### src/acs_pkg.sv
// package: register map, field layout and timing counts of the sequencer
`default_nettype none
package acs_pkg;
  // register offsets (byte addresses)
  localparam logic [7:0] ACS_CTRL_OFS   = 8'h00;
  localparam logic [7:0] ACS_SEL_OFS    = 8'h04;
  localparam logic [7:0] ACS_ACTIVE_OFS = 8'h08;
  localparam logic [7:0] ACS_RESULT_OFS = 8'h0C;
  // control/status field positions
  localparam int ACS_EN_BIT    = 0;
  localparam int ACS_START_BIT = 1;
  localparam int ACS_AUTO_BIT  = 2;
  localparam int ACS_FREE_BIT  = 3;
  localparam int ACS_DONE_BIT  = 4;
  localparam int ACS_HS_BIT    = 5;
  localparam int ACS_PS_LSB    = 6;
  localparam int ACS_PS_W      = 3;
  localparam int ACS_INV_BIT   = 9;
  localparam int ACS_HALF_BIT  = 8;
  // selection field layout
  localparam int ACS_CH_W  = 6;
  localparam int ACS_REF_W = 2;
  localparam int ACS_RES_W = 10;
  // reference codes
  localparam logic [1:0] ACS_REF_EXT    = 2'h0;
  localparam logic [1:0] ACS_REF_SUPPLY = 2'h1;
  localparam logic [1:0] ACS_REF_INT    = 2'h3;
  // channel decode: differential group and temperature sensor
  localparam logic [1:0] ACS_DIFF_TOP = 2'h1;
  localparam logic [5:0] ACS_TEMP_CH  = 6'h27;
  // conversion lengths and sample and hold points in converter clock cycles, reset prescaler select
  localparam logic [4:0] ACS_LEN_NORMAL = 5'h0D;
  localparam logic [4:0] ACS_LEN_DIFF   = 5'h0E;
  localparam logic [4:0] ACS_LEN_FIRST  = 5'h19;
  localparam logic [4:0] ACS_SH_NORMAL  = 5'h01;
  localparam logic [4:0] ACS_SH_FIRST   = 5'h0D;
  localparam logic [2:0] ACS_PS_RESET   = 3'h1;

  typedef enum logic [1:0] {
    ACS_IDLE = 2'b01,
    ACS_CONV = 2'b10
  } acs_state_e;

  typedef struct packed {
    logic [ACS_CH_W-1:0]  channel_select;
    logic [ACS_REF_W-1:0] reference_select;
  } acs_sel_s;

  typedef struct packed {
    logic [7:0]  addr;
    logic [31:0] wdata;
    logic        wr;
    logic        rd;
  } acs_bus_s;

  typedef struct packed {
    acs_sel_s            sel;
    logic [2:0]          ref_onehot;
    logic                temp_sensor_en;
    logic                high_speed_mode_bit;
    logic                conv_active;
    logic                sample_hold;
    logic                conv_done;
  } acs_core_s;
endpackage
`default_nettype wire

### src/acs_sequencer.sv
// converter control: prescaler, conversion timing, selection buffering
//
// How it works
// - free running differential restarts take 14 cycles
// - trigger resets prescaler; such differential result invalid unless first after enable
// - selection writes land in holding register, followed
// - selection frozen during conversion, released last cycle
// - written start begins at next converter clock
// - high speed bit leaves settling timing unchanged
// - free running restart takes channel from holding register
// - reference chooses supply, internal or external pin
// - temperature code enables sensor while converter enabled
// - differential start aligns to half rate clock
// - start bit reads one while converting
// - normal 13 cycles, first after enable extended
`default_nettype none
module acs_sequencer
  import acs_pkg::*;
#(
  parameter int PS_W = 7
) (
  // clock and reset
  input  wire logic                 clk,
  input  wire logic                 rst,
  // register port
  input  wire logic [7:0]           addr,
  input  wire logic [31:0]          wdata,
  input  wire logic                 wr,
  input  wire logic                 rd,
  output logic [31:0]               rdata,
  // trigger pin
  input  wire logic                 trigger_pin,
  // analog core
  input  wire logic [ACS_RES_W-1:0] core_result,
  output acs_pkg::acs_core_s        core
);
  import acs_pkg::*;

  initial begin
    if (PS_W < 1 || PS_W > 7) begin
      $error("acs_sequencer: PS_W must be 1..7");
    end
  end

  typedef struct packed {
    acs_state_e           state;
    logic                 converter_enable;
    logic                 conversion_start_bit;
    logic                 start_pending;
    logic                 auto_trigger_enable;
    logic                 free_run;
    logic                 conversion_complete_flag;
    logic                 high_speed_mode_bit;
    logic [ACS_PS_W-1:0]  ps_sel;
    logic                 result_invalid;
    logic                 first_pending;
    logic                 cur_extended;
    logic                 cur_auto;
    // the running conversion samples a differential pair
    logic                 cur_diff;
    logic                 reset_since_enable;
    acs_sel_s             hold;
    acs_sel_s             active;
    logic                 locked;
    logic [PS_W-1:0]      ps_cnt;
    logic                 half_rate_sync_clock;
    logic [4:0]           cyc;
    logic [4:0]           len;
    logic                 sample_hold;
    logic                 conv_done;
    logic [ACS_RES_W-1:0] result;
    logic [2:0]           trig_sync;
    logic [31:0]          rdata;
  } acs_regs_s;

  acs_regs_s r_reg;
  acs_regs_s r_next;

  logic            tick;
  logic [PS_W-1:0] ps_mask;
  logic            trig_edge;
  logic            ctrl_wr;
  logic            sel_wr;
  logic            is_diff;

  ////////////////////////////////////////////////////////////////////////////
  // converter clock enable and trigger edge
  always_comb begin
    // prescaler divides the clock by two to the power ps_sel
    ps_mask = PS_W'((32'h1 << r_reg.ps_sel) - 32'h1);
    tick = r_reg.converter_enable && ((r_reg.ps_cnt & ps_mask) == ps_mask);
    // second and third stages only; the first feeds the second alone
    trig_edge = r_reg.trig_sync[1] && !r_reg.trig_sync[2];
    ctrl_wr = wr && (addr == ACS_CTRL_OFS);
    sel_wr = wr && (addr == ACS_SEL_OFS);
    // differential group decode of the active selection
    is_diff = (r_reg.active.channel_select[5:4] == ACS_DIFF_TOP);
  end

  ////////////////////////////////////////////////////////////////////////////
  // next state
  always_comb begin
    r_next = r_reg;
    r_next.trig_sync = {r_reg.trig_sync[1:0], trigger_pin};
    r_next.sample_hold = 1'b0;
    r_next.conv_done = 1'b0;

    // prescaler runs while enabled, held in reset otherwise
    if (!r_reg.converter_enable) begin
      r_next.ps_cnt = '0;
      r_next.half_rate_sync_clock = 1'b0;
    end else begin
      r_next.ps_cnt = r_reg.ps_cnt + PS_W'(1);
      if (tick) begin
        r_next.half_rate_sync_clock = !r_reg.half_rate_sync_clock;
      end
    end

    // selection follows the holding register unless locked
    if (sel_wr) begin
      r_next.hold = wdata[ACS_CH_W+ACS_REF_W-1:0];
    end
    if (!r_reg.locked) begin
      r_next.active = r_reg.hold;
    end

    // register writes
    if (ctrl_wr) begin
      r_next.converter_enable = wdata[ACS_EN_BIT];
      r_next.auto_trigger_enable = wdata[ACS_AUTO_BIT];
      r_next.free_run = wdata[ACS_FREE_BIT];
      // stored and passed to the core only; no timing depends on it
      r_next.high_speed_mode_bit = wdata[ACS_HS_BIT];
      r_next.ps_sel = wdata[ACS_PS_LSB +: ACS_PS_W];
      if (wdata[ACS_PS_LSB +: ACS_PS_W] == '0) begin
        r_next.ps_sel = ACS_PS_RESET;
      end
      if (wdata[ACS_DONE_BIT]) begin
        r_next.conversion_complete_flag = 1'b0;
      end
      if (wdata[ACS_EN_BIT] && !r_reg.converter_enable) begin
        r_next.first_pending = 1'b1;
        r_next.reset_since_enable = 1'b0;
      end
      if (wdata[ACS_EN_BIT] && wdata[ACS_START_BIT] &&
          !r_reg.conversion_start_bit) begin
        r_next.conversion_start_bit = 1'b1;
        r_next.start_pending = 1'b1;
      end
    end

    if (!r_next.converter_enable) begin
      r_next.state = ACS_IDLE;
      r_next.conversion_start_bit = 1'b0;
      r_next.start_pending = 1'b0;
      r_next.locked = 1'b0;
    end else begin
      case (r_reg.state)
        ACS_IDLE: begin
          // auto trigger edge restarts the prescaler and starts at once
          if (r_reg.auto_trigger_enable && !r_reg.free_run && trig_edge &&
              !r_reg.conversion_complete_flag && !r_reg.start_pending) begin
            r_next.ps_cnt = '0;
            r_next.half_rate_sync_clock = 1'b0;
            r_next.conversion_start_bit = 1'b1;
            r_next.state = ACS_CONV;
            r_next.locked = 1'b1;
            r_next.cyc = '0;
            r_next.cur_auto = 1'b1;
            r_next.cur_diff = is_diff;
            r_next.cur_extended = r_reg.first_pending;
            r_next.first_pending = 1'b0;
            r_next.reset_since_enable = 1'b1;
            r_next.len = r_reg.first_pending ? ACS_LEN_FIRST
                                             : ACS_LEN_NORMAL;
          end else if (r_reg.start_pending && tick) begin
            r_next.start_pending = 1'b0;
            r_next.state = ACS_CONV;
            r_next.locked = 1'b1;
            r_next.cyc = '0;
            r_next.cur_auto = 1'b0;
            r_next.cur_diff = is_diff;
            r_next.cur_extended = r_reg.first_pending;
            r_next.first_pending = 1'b0;
            if (r_reg.first_pending) begin
              r_next.len = ACS_LEN_FIRST;
            end else if (is_diff && r_reg.half_rate_sync_clock) begin
              r_next.len = ACS_LEN_DIFF;
            end else begin
              r_next.len = ACS_LEN_NORMAL;
            end
          end
        end
        ACS_CONV: begin
          if (tick) begin
            r_next.cyc = r_reg.cyc + 5'h01;
            if (r_reg.cyc == (r_reg.cur_extended ? ACS_SH_FIRST
                                                 : ACS_SH_NORMAL)) begin
              r_next.sample_hold = 1'b1;
            end
            // release the lock in the final converter cycle
            if (r_reg.cyc == r_reg.len - 5'h02) begin
              r_next.locked = 1'b0;
            end
            if (r_reg.cyc == r_reg.len - 5'h01) begin
              r_next.conv_done = 1'b1;
              r_next.conversion_complete_flag = 1'b1;
              r_next.result = core_result;
              // auto differential result needs an extended conversion
              r_next.result_invalid = r_reg.cur_diff && r_reg.cur_auto &&
                                      !r_reg.cur_extended;
              if (r_reg.auto_trigger_enable && r_reg.free_run) begin
                // restart with the selection latched at this point
                r_next.cyc = '0;
                r_next.locked = 1'b1;
                r_next.cur_extended = 1'b0;
                r_next.cur_auto = 1'b1;
                r_next.cur_diff = is_diff;
                r_next.len = is_diff ? ACS_LEN_DIFF
                                     : ACS_LEN_NORMAL;
              end else begin
                r_next.state = ACS_IDLE;
                r_next.conversion_start_bit = 1'b0;
              end
            end
          end
        end
        default: begin
          r_next.state = ACS_IDLE;
        end
      endcase
    end

    // read data, valid in the cycle after the strobe
    r_next.rdata = '0;
    if (rd) begin
      case (addr)
        ACS_CTRL_OFS: begin
          r_next.rdata[ACS_EN_BIT] = r_reg.converter_enable;
          r_next.rdata[ACS_START_BIT] = r_reg.conversion_start_bit;
          r_next.rdata[ACS_AUTO_BIT] = r_reg.auto_trigger_enable;
          r_next.rdata[ACS_FREE_BIT] = r_reg.free_run;
          r_next.rdata[ACS_DONE_BIT] = r_reg.conversion_complete_flag;
          r_next.rdata[ACS_HS_BIT] = r_reg.high_speed_mode_bit;
          r_next.rdata[ACS_PS_LSB +: ACS_PS_W] = r_reg.ps_sel;
          r_next.rdata[ACS_INV_BIT] = r_reg.result_invalid;
        end
        ACS_SEL_OFS: begin
          r_next.rdata[ACS_CH_W+ACS_REF_W-1:0] = r_reg.hold;
        end
        ACS_ACTIVE_OFS: begin
          r_next.rdata[ACS_CH_W+ACS_REF_W-1:0] = r_reg.active;
          r_next.rdata[ACS_HALF_BIT] = r_reg.half_rate_sync_clock;
        end
        ACS_RESULT_OFS: begin
          r_next.rdata[ACS_RES_W-1:0] = r_reg.result;
        end
        default: begin
          r_next.rdata = '0;
        end
      endcase
    end
  end

  ////////////////////////////////////////////////////////////////////////////
  // state register
  always_ff @(posedge clk or posedge rst) begin
    if (rst) begin
      r_reg <= '{state: ACS_IDLE, ps_sel: ACS_PS_RESET, default: '0};
    end else begin
      r_reg <= r_next;
    end
  end

  ////////////////////////////////////////////////////////////////////////////
  // outputs to the analog core
  always_comb begin
    rdata = r_reg.rdata;
    core.sel = r_reg.active;
    core.ref_onehot = {r_reg.active.reference_select == ACS_REF_INT,
                       r_reg.active.reference_select == ACS_REF_SUPPLY,
                       r_reg.active.reference_select == ACS_REF_EXT
                      };
    core.temp_sensor_en = r_reg.converter_enable &&
      (r_reg.active.channel_select == ACS_TEMP_CH);
    core.high_speed_mode_bit = r_reg.high_speed_mode_bit;
    core.conv_active = (r_reg.state == ACS_CONV);
    core.sample_hold = r_reg.sample_hold;
    core.conv_done = r_reg.conv_done;
  end
endmodule
`default_nettype wire

### config.mk
export PLATFORM = sky130hd
export DESIGN_NAME = acs_sequencer
export DESIGN_NICKNAME = d
export VERILOG_FILES = /design/src/acs_pkg.sv /design/src/acs_sequencer.sv
export SDC_FILE = /design/constraint.sdc
export NUM_CORES = 1
export LEC_CHECK = 0
export BUFFER_PORTS_ARGS = -buffer_cell sky130_fd_sc_hd__buf_2
export CAP_MARGIN = 20
export CORE_UTILIZATION = 40
export DETAILED_ROUTE_END_ITERATION = 16
export PLACE_DENSITY = 0.7
export SETUP_SLACK_MARGIN = 0.3
export SLEW_MARGIN = 20
export SYNTH_ARGS = -nofsm -noshare
export SYNTH_HDL_FRONTEND = slang
export SYNTH_SLANG_ARGS = --single-unit
### constraint.sdc
create_clock -name clk -period 6.9 [get_ports clk]
set_input_delay 0.69 -clock clk [delete_from_list [all_inputs] [get_ports clk]]
set_output_delay 0.69 -clock clk [all_outputs]
set_load 0.02 [all_outputs]
==> results.sh <==
export IMPL_rsz0062_at_grt="false"
export IMPL_total_power_w=0.000845
export IMPL_clkSinkCount=77
export IMPL_setup_viol=0
export IMPL_fp_row_count=36
export IMPL_nFillCells=941
export IMPL_synth_main_ff_cell="dfrtp_1"
export IMPL_final_util_pct=45.5
export IMPL_dr_pass1_iters=4
export IMPL_synth_edf_count=0
export IMPL_critPathMaxFanout=13
export IMPL_overflow=0
export IMPL_ys_warn_count=0
export IMPL_skew_ps=8.18
export IMPL_multi_input_area_mm2=0.00188
export IMPL_run_status="finished clean"
export IMPL_grt_util_all_layers_pct=15.9
export IMPL_p_leak_nw=2.20
export IMPL_grt_pass1_wl_mm=13.8
export IMPL_areaGrowthSynthToFinish_pct=8.45
export IMPL_io_pins=103
export IMPL_hold_depth=0
export IMPL_htreeDepth=3
export IMPL_instances_no_fill=541
export IMPL_core_area_mm2=0.00995
export IMPL_tightest_slew_ps=945
export IMPL_min_to="r_next[34]"
export IMPL_dp_hpwl_mm=5.85
export IMPL_r2r_end="r_reg[47]"
export IMPL_endpoint_kind="flip-flop"
export IMPL_synthArstFlopShare_pct=100
export IMPL_cts_setup_buffers=0
export IMPL_cts_resized=0
export IMPL_post_drt_wl_per_cell_um=15.0
export IMPL_final_layout_size_suffix_gt1_share_pct=33.8
export IMPL_ir_drop_mv=0.128
export IMPL_cts_tree="done"
export IMPL_path_cells="buf_2, or4b_4, nor3_4, nand2_2, a21boi_4, inv_4, nand3_4, nor2_4, mux2_2"
export IMPL_ys_seq_area_share_pct=46.2
export IMPL_clk_pin_slew_ps=80
export IMPL_cts_buffers=9
export IMPL_drtIter0Drc=245
export IMPL_timing_hold_ws_ps=351
export IMPL_rr_worst_depth=8
export IMPL_hold_viol_final=0
export IMPL_port_buffers=57
export IMPL_drv_cap=0
export IMPL_finalCritPeriodShare_pct=45.7
export IMPL_slew_violations=0
export IMPL_initial_utilization_pct=42.0
export IMPL_cts_hold_buf=0
export IMPL_syn_area_per_cell_um2=11.5
export IMPL_largest_reg_flops=54
export IMPL_crit_required_ps=7140
export IMPL_clock_insertion_delay_worst_skew_ps=350
export IMPL_slowest_stage="or4b_4"
export IMPL_syn_inst=364
export IMPL_finalCriticalPeriod_ps=3150
export IMPL_gp_congestion=0.815
export IMPL_synth_seq_cells=77
export IMPL_drc=0
export IMPL_regToRegStartpoint="r_reg[49]"
export IMPL_cts_root_buffer="clkbuf_8"
export IMPL_clock_path_buffers=2
export IMPL_dp_cells=525
export IMPL_p_per_area_mw_per_mm2=186
export IMPL_startpoint_type="primary input"
export IMPL_synth_area_mm2=0.00418
export IMPL_totalWireLength_mm=8.10
export IMPL_crit_type="primary input to flip-flop"
export IMPL_maxSlewHeadroom_pct=37.0
export IMPL_grt_start_max_net_pins=78
export IMPL_num_vias=2804
export IMPL_die_x_um=104
export IMPL_yosys_top_cells_area="dfrtp_1 45%, buf_4 7.7%, mux2_2 6.5%"
export IMPL_chipHeight_um=104
export IMPL_cpPeakStageDelay_ps=600
export IMPL_antenna_found_initial=0
export IMPL_grt_pass1_vias=2815
export IMPL_die_area_mm2=0.0109
export IMPL_fmax_mhz=317
export IMPL_synth_distinct_cells=71
export IMPL_reg2reg_slack_ps=4240
export IMPL_worstPathArrival_ps=3390
export IMPL_fin_nets=466
export IMPL_min_path_type="flip-flop to flip-flop"
export IMPL_vias_per_cell=5.18
export IMPL_diodes=0
export IMPL_setup_tns_final_ps=0
export IMPL_worstHoldStart="r_next[33]"
export IMPL_register_area_mm2=0.00193
export IMPL_ant_nets=0
export IMPL_synth_top_area_share_pct=44.9
export IMPL_yosysTopAreaCell="dfrtp_1"
## report_power, final
group / switching (W) / total (W) / internal (W)
clock: 0.000171 / 0.000304 / 0.000133
combinational: 0.0000445 / 0.0000695 / 0.0000250
sequential: 0.0000110 / 0.000472 / 0.000460
## kinds of logic after synthesis
| family | after synthesis | synth area share, % |
|---|---|---|
| AOI/OAI and AO/OA | 57 | 10.4 |
| xor gates and xnor gates | 13 | 2.73 |
| adders and majority gates | 8 | 2.40 |
| buffers and inverters | 72 | 10.7 |
| DFF | 77 | 46.2 |
| muxes | 43 | 14.4 |
| other | 1 | 0.0898 |
| and+or+nand+nor | 93 | 13.1 |
## cells in the final DEF (no fill, tap or decap), types with 9 or more instances in the layout
cell      instances
and3_1           11
buf_2            57
clkbuf_8          9
conb_1           22
dfrtp_1          75
inv_1            17
mux2_2           24
nand2_1          14
nor2_1           22
o21ai_0          10
## cell type report
cell class              count  area share (%)
flip-flops and latches     77            42.6
multi-input cells         236            41.5
repair buffers             59            6.63
well taps                 133            3.67
clock buffers              10            2.82
inverters                  20            1.71
clock inverters             6            1.08
## layer usage
layer  part of all wire [%]  track usage (%)  routed length [um]
met1                     44             20.4                3590
met4                    1.2             4.90                  99
met2                     50             26.4                4060
met3                    4.4             4.14                 354
met5                      0                0                   0
## worst max-delay path: cells and delay by family
family,cells,cell delay [ps]
AO/OA/AOI/OAI,1,190
buffers and inverters,2,330
multiplexers,1,390
AND/OR/NAND/NOR,5,1770
## metrics by stage
stage | worst slack, ps | area [um2]
3_5_place_dp | 3320 | 4350
4_1_cts | 3690 | 4530
3_3_place_gp | 3340 | 4350
5_1_grt | 3530 | 4530
6_report | 3750 | 4530
2_1_floorplan | 4250 | 4260
## Yosys cell counts (2+ instances only)
cell	n
and3_1	11
nand3_1	7
xor2_1	7
nor4b_1	2
nor2_1	22
buf_4	43
a31oi_1	4
mux2i_1	2
a211oi_1	3
nor3_2	2
xnor2_1	6
or3_4	2
o2111ai_1	3
nand2b_1	3
o21ai_1	2
nor2b_1	2
clkbuf_1	6
inv_1	18
ha_1	8
o22ai_1	3
a21o_1	3
dfrtp_1	75
o21ai_0	10
nand2_1	14
a21oi_1	7
a211o_1	2
mux2_4	8
nand4_1	4
a22oi_1	2
nor3_1	7
mux2_2	24
a31o_2	2
and2_1	4
mux4_2	8
dfstp_2	2
## worst max-delay path by stage
| stage | slack [ps] | end | from |
|---|---|---|---|
| after floorplan | 4250 | core[0] | rst |
| after global placement | 3340 | r_reg[44] | addr[3] |
| after detailed placement | 3320 | r_reg[44] | addr[3] |
| after CTS | 3690 | r_reg[43] | addr[3] |
| after global routing | 3530 | r_reg[43] | addr[3] |
| final | 3750 | r_reg[43] | addr[3] |
Power figures use the tool's default switching activity.
